`config.mk`:
```
export PLATFORM = sky130hd
export DESIGN_NAME = mcsr_top
export DESIGN_NICKNAME = d
export VERILOG_FILES = /design/src/shared/mcsr_pkg.sv /design/src/hdl/mcsr_top.sv /design/src/hdl/mcsr_capture.sv
export VERILOG_INCLUDE_DIRS = /design/src /design/src/shared
export SDC_FILE = /design/constraint.sdc
export NUM_CORES = 1
export LEC_CHECK = 0
export BUFFER_PORTS_ARGS = -buffer_cell sky130_fd_sc_hd__buf_2
export CAP_MARGIN = 20
export CORE_AREA = 10 10 181 183
export CTS_BUF_LIST = sky130_fd_sc_hd__clkbuf_16
export DETAILED_ROUTE_END_ITERATION = 10
export DIE_AREA = 0 0 191 193
export PLACE_DENSITY = 0.58
export SYNTH_ARGS = -nofsm -noshare
export SYNTH_HDL_FRONTEND = slang
export SYNTH_SLANG_ARGS = --single-unit
export TNS_END_PERCENT = 50
```
`constraint.sdc`:
```
create_clock -name clock -period 11.4 [get_ports clock]
set_clock_uncertainty 0.05 [all_clocks]
set_input_delay 0.57 -clock clock [delete_from_list [all_inputs] [get_ports clock]]
set_output_delay 0.57 -clock clock [all_outputs]
set_load 0.005 [all_outputs]
```
`src/shared/mcsr_consts.svh`:
```
// register indices, field positions, reset values and interrupt layout of the status readback block
// assumes: byte address of a register is four times its index
`ifndef MCSR_CONSTS_SVH
`define MCSR_CONSTS_SVH

`define MCSR_IDX_W            12
`define MCSR_IDX_STATE        12'h210
`define MCSR_IDX_SPEED        12'h216
`define MCSR_IDX_BUS_CURRENT  12'h410
`define MCSR_IDX_PHASE_A      12'h43E
`define MCSR_IDX_PHASE_B      12'h440
`define MCSR_IDX_IRQ_STATUS   12'h7F0
`define MCSR_IDX_IRQ_MASK     12'h7F1

`define MCSR_STATE_LSB        0
`define MCSR_STATE_W          16
`define MCSR_STATE_MAX        16'h0018
`define MCSR_STATE_FAULT      16'h000E
`define MCSR_STATE_PM_DONE    16'h0017
`define MCSR_STATE_PM_FAULT   16'h0018

`define MCSR_FRAC_BITS        27
`define MCSR_CURRENT_FULL_MA  1250

`define MCSR_IRQ_W            3
`define MCSR_IRQ_CHANGE       0
`define MCSR_IRQ_FAULT        1
`define MCSR_IRQ_DONE         2

`define MCSR_RESET_WORD       32'h0000_0000
`define MCSR_RESET_STATE      16'h0000
`define MCSR_RESET_IRQ        3'h0

`endif

```
`src/shared/mcsr_pkg.sv`:
```
// types of the motor-control status readback block
// assumes: constants come from mcsr_consts.svh
package mcsr_pkg;

  // control state codes
  typedef enum logic [15:0] {
    MCSR_IDLE             = 16'h0000,
    MCSR_ISD              = 16'h0001,
    MCSR_TRISTATE         = 16'h0002,
    MCSR_BRAKE_ON_START   = 16'h0003,
    MCSR_IPD              = 16'h0004,
    MCSR_SLOW_FIRST_CYCLE = 16'h0005,
    MCSR_ALIGN            = 16'h0006,
    MCSR_OPEN_LOOP        = 16'h0007,
    MCSR_CL_UNALIGNED     = 16'h0008,
    MCSR_CL_ALIGNED       = 16'h0009,
    MCSR_CL_ACTIVE_BRAKE  = 16'h000A,
    MCSR_SOFT_STOP        = 16'h000B,
    MCSR_RECIRC_STOP      = 16'h000C,
    MCSR_BRAKE_ON_STOP    = 16'h000D,
    MCSR_FAULT            = 16'h000E,
    MCSR_PM_STOP_CHECK    = 16'h000F,
    MCSR_PM_STOP_WAIT     = 16'h0010,
    MCSR_PM_BRAKE         = 16'h0011,
    MCSR_PM_PARAM_INIT    = 16'h0012,
    MCSR_PM_RL_MEASURE    = 16'h0013,
    MCSR_PM_KE_MEASURE    = 16'h0014,
    MCSR_PM_STALL_MEASURE = 16'h0015,
    MCSR_PM_TORQUE_MODE   = 16'h0016,
    MCSR_PM_DONE          = 16'h0017,
    MCSR_PM_FAULT         = 16'h0018
  } mcsr_state_t;

  // one telemetry word from the control algorithm
  typedef struct packed {
    logic        valid;
    logic [31:0] value;
  } mcsr_sample_t;

endpackage

```
`src/hdl/mcsr_top.sv`:
```
// motor-control status readback: telemetry words and state behind an AHB-Lite slave
// assumes: single word transfers, one slave on the bus, samples synchronous to clock
//
// The AHB-Lite interface to the registers was left to the implementer.
`timescale 1ns/1ps
`include "mcsr_consts.svh"

module mcsr_top (
  input  wire logic                 clock,
  input  wire logic                 rst_n,
  input  wire logic                 hsel,
  input  wire logic [31:0]          haddr,
  input  wire logic [1:0]           htrans,
  input  wire logic                 hwrite,
  input  wire logic [2:0]           hsize,
  input  wire logic [31:0]          hwdata,
  input  wire logic                 hready,
  output logic                      hreadyout,
  output logic                      hresp,
  output logic [31:0]               hrdata,
  input  wire mcsr_pkg::mcsr_sample_t state_sample,
  input  wire mcsr_pkg::mcsr_sample_t speed_sample,
  input  wire mcsr_pkg::mcsr_sample_t bus_current_sample,
  input  wire mcsr_pkg::mcsr_sample_t phase_a_sample,
  input  wire mcsr_pkg::mcsr_sample_t phase_b_sample,
  output logic                      irq
);

  // ****************************************
  // reset release
  // ****************************************
  logic rst_meta;
  logic rst_sync_n;

  always_ff @(posedge clock or negedge rst_n) begin
    if (!rst_n) begin
      rst_meta   <= 1'b0;
      rst_sync_n <= 1'b0;
    end else begin
      rst_meta   <= 1'b1;
      rst_sync_n <= rst_meta;
    end
  end

  // ****************************************
  // telemetry holding registers
  // ****************************************
  logic [15:0] control_state_word;
  logic [31:0] pulse_speed_estimate;
  logic [31:0] supply_current_estimate;
  logic [31:0] first_phase_current;
  logic [31:0] second_phase_current;
  logic        state_legal;
  logic        state_load;

  // codes above the last state are dropped, the word keeps its old value
  assign state_legal = (state_sample.value[15:0] <= `MCSR_STATE_MAX);
  assign state_load  = state_sample.valid && state_legal;

  mcsr_capture #(.W(`MCSR_STATE_W)) u_state (
    .clock (clock),
    .rst_n (rst_sync_n),
    .load  (state_load),
    .din   (state_sample.value[15:0]),
    .q     (control_state_word)
  );

  mcsr_capture #(.W(32)) u_speed (
    .clock (clock),
    .rst_n (rst_sync_n),
    .load  (speed_sample.valid),
    .din   (speed_sample.value),
    .q     (pulse_speed_estimate)
  );

  mcsr_capture #(.W(32)) u_bus_current (
    .clock (clock),
    .rst_n (rst_sync_n),
    .load  (bus_current_sample.valid),
    .din   (bus_current_sample.value),
    .q     (supply_current_estimate)
  );

  mcsr_capture #(.W(32)) u_phase_a (
    .clock (clock),
    .rst_n (rst_sync_n),
    .load  (phase_a_sample.valid),
    .din   (phase_a_sample.value),
    .q     (first_phase_current)
  );

  mcsr_capture #(.W(32)) u_phase_b (
    .clock (clock),
    .rst_n (rst_sync_n),
    .load  (phase_b_sample.valid),
    .din   (phase_b_sample.value),
    .q     (second_phase_current)
  );

  // ****************************************
  // bus address phase decode
  // ****************************************
  logic                   xfer;
  logic                   word_ok;
  logic [`MCSR_IDX_W-1:0] idx;

  assign xfer    = hsel && htrans[1] && hready;
  assign word_ok = (haddr[31:`MCSR_IDX_W+2] == '0) && (haddr[1:0] == 2'b00);
  assign idx     = haddr[`MCSR_IDX_W+1:2];

  // ****************************************
  // interrupt events
  // ****************************************
  logic [`MCSR_IRQ_W-1:0] irq_status;
  logic [`MCSR_IRQ_W-1:0] irq_mask;
  logic [`MCSR_IRQ_W-1:0] ev;

  always_comb begin
    ev = '0;
    if (state_load && (state_sample.value[15:0] != control_state_word)) begin
      ev[`MCSR_IRQ_CHANGE] = 1'b1;
      if (state_sample.value[15:0] == `MCSR_STATE_FAULT ||
          state_sample.value[15:0] == `MCSR_STATE_PM_FAULT) begin
        ev[`MCSR_IRQ_FAULT] = 1'b1;
      end
      if (state_sample.value[15:0] == `MCSR_STATE_PM_DONE) begin
        ev[`MCSR_IRQ_DONE] = 1'b1;
      end
    end
  end

  // ****************************************
  // bus state
  // ****************************************
  logic                   wr_pend;
  logic [`MCSR_IDX_W-1:0] wr_idx;
  logic                   next_wr_pend;
  logic [`MCSR_IDX_W-1:0] next_wr_idx;
  logic [31:0]            next_hrdata;
  logic [`MCSR_IRQ_W-1:0] next_irq_status;
  logic [`MCSR_IRQ_W-1:0] next_irq_mask;
  logic                   next_irq;

  always_comb begin
    next_wr_pend    = xfer && hwrite && word_ok;
    next_wr_idx     = idx;
    next_hrdata     = hrdata;
    next_irq_mask   = irq_mask;
    next_irq_status = irq_status;
    if (xfer && !hwrite) begin
      // reads only select, nothing is cleared by them
      next_hrdata = `MCSR_RESET_WORD;
      if (word_ok) begin
        unique case (idx)
          `MCSR_IDX_STATE:       next_hrdata = {16'h0000, control_state_word};
          `MCSR_IDX_SPEED:       next_hrdata = pulse_speed_estimate;
          `MCSR_IDX_BUS_CURRENT: next_hrdata = supply_current_estimate;
          `MCSR_IDX_PHASE_A:     next_hrdata = first_phase_current;
          `MCSR_IDX_PHASE_B:     next_hrdata = second_phase_current;
          `MCSR_IDX_IRQ_STATUS:  next_hrdata = {29'h0, irq_status};
          `MCSR_IDX_IRQ_MASK:    next_hrdata = {29'h0, irq_mask};
          default:               next_hrdata = `MCSR_RESET_WORD;
        endcase
      end
    end
    // data phase of a write: only interrupt words accept data
    if (wr_pend && wr_idx == `MCSR_IDX_IRQ_MASK) begin
      next_irq_mask = hwdata[`MCSR_IRQ_W-1:0];
    end
    if (wr_pend && wr_idx == `MCSR_IDX_IRQ_STATUS) begin
      next_irq_status = irq_status & ~hwdata[`MCSR_IRQ_W-1:0];
    end
    // set wins over clear
    next_irq_status = next_irq_status | ev;
    next_irq        = |(next_irq_status & next_irq_mask);
  end

  always_ff @(posedge clock or negedge rst_sync_n) begin
    if (!rst_sync_n) begin
      wr_pend    <= 1'b0;
      wr_idx     <= '0;
      hrdata     <= `MCSR_RESET_WORD;
      hreadyout  <= 1'b1;
      hresp      <= 1'b0;
      irq_status <= `MCSR_RESET_IRQ;
      irq_mask   <= `MCSR_RESET_IRQ;
      irq        <= 1'b0;
    end else begin
      wr_pend    <= next_wr_pend;
      wr_idx     <= next_wr_idx;
      hrdata     <= next_hrdata;
      hreadyout  <= 1'b1;
      hresp      <= 1'b0;
      irq_status <= next_irq_status;
      irq_mask   <= next_irq_mask;
      irq        <= next_irq;
    end
  end

  // ****************************************
  // assertions
  // ****************************************
  logic rd_state;
  logic rd_speed;
  logic rd_bus;
  logic rd_pha;
  logic rd_phb;

  assign rd_state = xfer && !hwrite && word_ok && idx == `MCSR_IDX_STATE;
  assign rd_speed = xfer && !hwrite && word_ok && idx == `MCSR_IDX_SPEED;
  assign rd_bus   = xfer && !hwrite && word_ok && idx == `MCSR_IDX_BUS_CURRENT;
  assign rd_pha   = xfer && !hwrite && word_ok && idx == `MCSR_IDX_PHASE_A;
  assign rd_phb   = xfer && !hwrite && word_ok && idx == `MCSR_IDX_PHASE_B;
endmodule // mcsr_top

```
`src/hdl/mcsr_capture.sv`:
```
// one telemetry holding register, loaded whenever its load input is high
// assumes: load is synchronous to clock; reset already synchronised
`timescale 1ns/1ps
`include "mcsr_consts.svh"

module mcsr_capture #(
  parameter int W = 32
) (
  input  wire logic         clock,
  input  wire logic         rst_n,
  input  wire logic         load,
  input  wire logic [W-1:0] din,
  output logic      [W-1:0] q
);

  logic [W-1:0] next_q;

  always_comb begin
    next_q = q;
    if (load) begin
      next_q = din;
    end
  end

  always_ff @(posedge clock or negedge rst_n) begin
    if (!rst_n) begin
      q <= '0;
    end else begin
      q <= next_q;
    end
  end

endmodule // mcsr_capture

```
==> report_table.html <==
<table>
<tr><th>Metric</th><th>Value</th></tr>
<tr><th colspan="2">Global routing</th></tr>
<tr><td>GRT Overall Usage</td><td>0.146</td></tr>
<tr><td>Via count of the first global-routing pass</td><td>roughly 7,000</td></tr>
<tr><td>Largest net degree at the start of global routing</td><td>76</td></tr>
<tr><td>First-pass GRT wire length</td><td>between 40 and 50 mm</td></tr>
<tr><td>Overflow after GRT</td><td>0</td></tr>
<tr><td>Antenna violations before repair</td><td>6</td></tr>
<tr><th colspan="2">Status</th></tr>
<tr><td>Status</td><td>finished clean</td></tr>
<tr><th colspan="2">Synthesis</th></tr>
<tr><td>Top cells by area, synth</td><td>sky130_fd_sc_hd__dfrtp_1 (58%), sky130_fd_sc_hd__mux2_2 (18%), sky130_fd_sc_hd__o21ai_2 (3.1%), sky130_fd_sc_hd__nand2_1 (2.5%), sky130_fd_sc_hd__a222oi_1 (1.9%)</td></tr>
<tr><td>Count of synthesis-stage warnings from yosys</td><td>0</td></tr>
<tr><td>Area share of the largest cell type after synthesis</td><td>0.576</td></tr>
<tr><td>Cell count after synthesis</td><td>647</td></tr>
<tr><td>Number of enable-type register cells in the synthesized netlist</td><td>0</td></tr>
<tr><td>Share of synthesized flip-flops with an asynchronous set or reset</td><td>1.00</td></tr>
<tr><td>Cell taking the most area after synthesis</td><td>sky130_fd_sc_hd__dfrtp_1</td></tr>
<tr><td>Netlist area before placement</td><td>8600 sq um</td></tr>
<tr><td>Most used flip-flop cell after synthesis</td><td>sky130_fd_sc_hd__dfrtp_1</td></tr>
<tr><td>Synth cell types</td><td>52</td></tr>
<tr><td>Post-synthesis register bit count</td><td>198</td></tr>
<tr><td>Post-synthesis sequential area ratio</td><td>0.576</td></tr>
<tr><td>Synthesized area per cell</td><td>between 10 and 15 sq um</td></tr>
<tr><th colspan="2">Drt</th></tr>
<tr><td>Number of DRC markers in iteration 0</td><td>408</td></tr>
<tr><td>Number of remaining DRC errors</td><td>0</td></tr>
<tr><td>Total via count in the routed design</td><td>6,147</td></tr>
<tr><td>Detailed-route wire length per cell</td><td>roughly 21 um</td></tr>
<tr><td>Wirelength, routed</td><td>~27 mm</td></tr>
<tr><td>Count of antenna-violating nets left after detailed routing</td><td>0</td></tr>
<tr><td>Detailed-route vias per instance</td><td>4.85</td></tr>
<tr><td>Initial DRT Pass Iterations</td><td>5</td></tr>
<tr><th colspan="2">Setup path</th></tr>
<tr><td>Largest driver fanout on the critical path</td><td>30</td></tr>
<tr><td>Slowest stage cell, crit path</td><td>sky130_fd_sc_hd__or4_4</td></tr>
<tr><td>Worst reg-to-reg path cell count</td><td>6</td></tr>
<tr><td>Critical Path End Type</td><td>flip-flop</td></tr>
<tr><td>End of the worst register-to-register path</td><td>irq</td></tr>
<tr><td>Worst reg-to-reg setup slack</td><td>9310 ps</td></tr>
<tr><td>Critical path launch point type</td><td>primary input</td></tr>
<tr><td>Number of buffers and inverters on the critical path</td><td>2</td></tr>
<tr><td>Category of cells accounting for the largest share of critical-path delay</td><td>simple AND/OR/NAND/NOR gates</td></tr>
<tr><td>WP data arrival</td><td>3080 ps</td></tr>
<tr><td>Cells along the critical path</td><td>buf_2, or4_4, or2_1, o41ai_4, o311ai_4, buf_4, o21ai_2</td></tr>
<tr><td>Data required time at the worst endpoint</td><td>11,710 ps</td></tr>
<tr><td>Largest stage delay on the critical path</td><td>590 ps</td></tr>
<tr><td>Type of the setup path with the least slack</td><td>primary input to flip-flop</td></tr>
<tr><td>Reg-to-reg startpoint</td><td>u_state.q[14]</td></tr>
<tr><th colspan="2">Power</th></tr>
<tr><td>Static leakage</td><td>4.82 nW</td></tr>
<tr><td>PD cells</td><td>140 nW/um^2</td></tr>
<tr><td>Power Total</td><td>between 1 and 1.5 mW</td></tr>
<tr><td>Worst vdd ir</td><td>92.5 uV</td></tr>
<tr><th colspan="2">STA</th></tr>
<tr><td>Headroom to the max-slew limit</td><td>0.327</td></tr>
<tr><td>Hold Violations, Final</td><td>0</td></tr>
<tr><td>Tightest Pin Transition</td><td>slightly above 1000 ps</td></tr>
<tr><td># setup viols final</td><td>0</td></tr>
<tr><td>Unrepaired setup endpoints after global routing</td><td>false</td></tr>
<tr><td>Worst Hold Slack</td><td>236 ps</td></tr>
<tr><td>Crit path setup slack, layout</td><td>8630 ps</td></tr>
<tr><td>Total count of max-transition violations in the final report</td><td>0</td></tr>
<tr><td>Maximum clock frequency</td><td>between 300 and 400 MHz</td></tr>
<tr><td>Final-layout setup total negative slack</td><td>0 ps</td></tr>
<tr><td>Post-layout min period</td><td>2770 ps</td></tr>
<tr><td>Period utilization</td><td>0.243</td></tr>
<tr><th colspan="2">Final layout</th></tr>
<tr><td>Finished layout cell area</td><td>between 10,000 and 15,000 sq um</td></tr>
<tr><td>Fraction of final layout cells with drive strength greater than 1</td><td>0.503</td></tr>
<tr><td>Area added between synthesis and finish</td><td>24.6%</td></tr>
<tr><td>NumNets Final</td><td>1,101</td></tr>
<tr><td>Commonest non-fill, non-tap cell in the layout</td><td>sky130_fd_sc_hd__buf_2</td></tr>
<tr><td>Commonest cells after routing, fill and taps aside</td><td>sky130_fd_sc_hd__buf_2 (222), sky130_fd_sc_hd__dfrtp_1 (197), sky130_fd_sc_hd__mux2_2 (136)</td></tr>
<tr><th colspan="2">CTS</th></tr>
<tr><td># H-tree levels</td><td>4</td></tr>
<tr><td>CTS Root Cell</td><td>sky130_fd_sc_hd__clkbuf_16</td></tr>
<tr><td>TritonCTS clock tree</td><td>done</td></tr>
<tr><td>CTS sink count</td><td>198</td></tr>
<tr><td>TritonCTS Buffers</td><td>17</td></tr>
<tr><td>Post-cts repair resize count</td><td>0</td></tr>
<tr><td>Worst skew pair latency</td><td>roughly 440 ps</td></tr>
<tr><td>Maximum buffer depth of the clock tree</td><td>2</td></tr>
<tr><td>Clock-pin transition on the worst setup and hold timing paths</td><td>roughly 80 ps</td></tr>
<tr><th colspan="2">Die</th></tr>
<tr><td>Floorplan die height</td><td>193 um</td></tr>
<tr><td>Die Footprint</td><td>roughly 37,000 sq um</td></tr>
<tr><td>Starting density of the core</td><td>0.294</td></tr>
<tr><td>Placeable Area</td><td>29,200 sq um</td></tr>
<tr><td>Top-level I/O count</td><td>274</td></tr>
<tr><td>Total number of placement rows</td><td>63</td></tr>
<tr><td>Die W</td><td>191 um</td></tr>
<tr><th colspan="2">Job</th></tr>
<tr><td>Max capacitance violation total</td><td>0</td></tr>
<tr><th colspan="2">Place</th></tr>
<tr><td>Quantity of I/O buffers inserted on ports</td><td>222</td></tr>
<tr><td>HPWL Detailed</td><td>18.9 mm</td></tr>
<tr><td>Post-placement cell area</td><td>10,100 sq um</td></tr>
<tr><td>Weighted congestion at the end of routability-driven global placement</td><td>0.807</td></tr>
<tr><td>Post-Place Worst Slack</td><td>slightly above 8000 ps</td></tr>
<tr><th colspan="2">Min path</th></tr>
<tr><td>Worst Hold Path Cells</td><td>1</td></tr>
<tr><td>Hold path startpoint</td><td>haddr[13]</td></tr>
<tr><td>Min-delay worst type</td><td>primary input to flip-flop</td></tr>
<tr><td>Worst Hold End</td><td>wr_idx[11]</td></tr>
</table>
-- metrics by stage --
stage / util / instances
floorplan: - / 648
global placement: 0.346 / 1232
detailed placement: 0.346 / 1232
CTS: 0.366 / 1265
global route: 0.366 / 1265
finish: 0.366 / 1268
-- layout make-up --
type,count,area [sq um]
repair buffers,234,1200
flip-flops and latches,198,4960
diodes,3,7.51
multi-input cells,410,3480
clock inverters,15,148
well taps,390,488
clock buffers,17,425
fillers,2915,18500
inverters,1,3.75
-- layer usage --
layer | part of all wire | wire, um | up-vias | global-route usage
met2 | 0.48 | 12900 | 179 | 0.236
met3 | 0.072 | 1930 | 22 | 0.0486
li1 | - | - | 2839 | -
met1 | 0.43 | 11600 | 3101 | 0.184
met4 | 0.010 | 269 | 6 | 0.0388
met5 | 0.0015 | 41 | - | 0
-- cell usage after synthesis (3+ instances only) --
| cell | instances |
|---|---|
| sky130_fd_sc_hd__dfrtp_1 | 198 |
| sky130_fd_sc_hd__mux2_2 | 136 |
| sky130_fd_sc_hd__nand2_1 | 58 |
| sky130_fd_sc_hd__o21ai_2 | 30 |
| sky130_fd_sc_hd__a22oi_1 | 18 |
| sky130_fd_sc_hd__clkbuf_1 | 17 |
| sky130_fd_sc_hd__a21boi_0 | 16 |
| sky130_fd_sc_hd__a222oi_1 | 16 |
| sky130_fd_sc_hd__xor2_1 | 16 |
| sky130_fd_sc_hd__o21ai_0 | 15 |
| sky130_fd_sc_hd__a221oi_1 | 13 |
| sky130_fd_sc_hd__nor2b_1 | 13 |
| sky130_fd_sc_hd__buf_1 | 12 |
| sky130_fd_sc_hd__nor4_1 | 11 |
| sky130_fd_sc_hd__nor3_1 | 6 |
| sky130_fd_sc_hd__buf_6 | 5 |
| sky130_fd_sc_hd__a21oi_1 | 4 |
| sky130_fd_sc_hd__nand2b_1 | 4 |
| sky130_fd_sc_hd__o22ai_1 | 4 |
| sky130_fd_sc_hd__a22o_1 | 3 |
| sky130_fd_sc_hd__and3_1 | 3 |
| sky130_fd_sc_hd__buf_2 | 3 |
| sky130_fd_sc_hd__mux2i_1 | 3 |
| sky130_fd_sc_hd__nand3_1 | 3 |
| sky130_fd_sc_hd__nand4b_1 | 3 |
| sky130_fd_sc_hd__nor2_1 | 3 |
| sky130_fd_sc_hd__nor4b_1 | 3 |
-- registers in the layout (all words and copies together), names as in the netlist --
signal / cells
irq_mask: 3
u_speed.q: 32
u_bus_current.q: 32
rst_sync_n: 1
wr_pend: 1
u_state.q: 16
wr_idx: 12
u_phase_a.q: 32
irq_status: 3
hrdata: 32
rst_meta: 1
u_phase_b.q: 32
irq: 1
-- where the power goes --
group	switching, mW	internal [mW]	total (mW)
sequential	0.0277	0.750	0.778
clock	0.300	0.290	0.589
combinational	0.0579	0.0708	0.129
total	0.385	1.11	1.50
-- logic make-up after synthesis --
family | after synthesis | synth area share
and+or+nand+nor | 124 | 0.0805
AOI/OAI and AO/OA | 127 | 0.120
other | 2 | 0.000873
buffers and inverters | 40 | 0.0231
DFF | 198 | 0.576
xor gates and xnor gates | 17 | 0.0173
muxes | 139 | 0.182
-- worst max-delay path by stage --
stage / from / endpoint / slack, ps / depth (start not counted)
2_1_floorplan: rst_sync_n / hrdata[0] / 5420 / 0
3_5_place_dp: haddr[2] / hrdata[21] / 8150 / 7
5_1_grt: haddr[7] / hrdata[21] / 8490 / 10
4_1_cts: haddr[2] / hrdata[8] / 8610 / 7
6_report: haddr[2] / hrdata[8] / 8630 / 7
3_3_place_gp: haddr[2] / hrdata[24] / 8190 / 7
-- timing repair --
| item | in CTS | in global routing |
|---|---|---|
| endpoints found under the setup margin | 0 | 0 |
| hold buffers | 1 | 0 |
| setup buffers | 0 | 0 |
| endpoints found under the hold margin | 2 | 0 |
(Power assumes the default switching activity.)
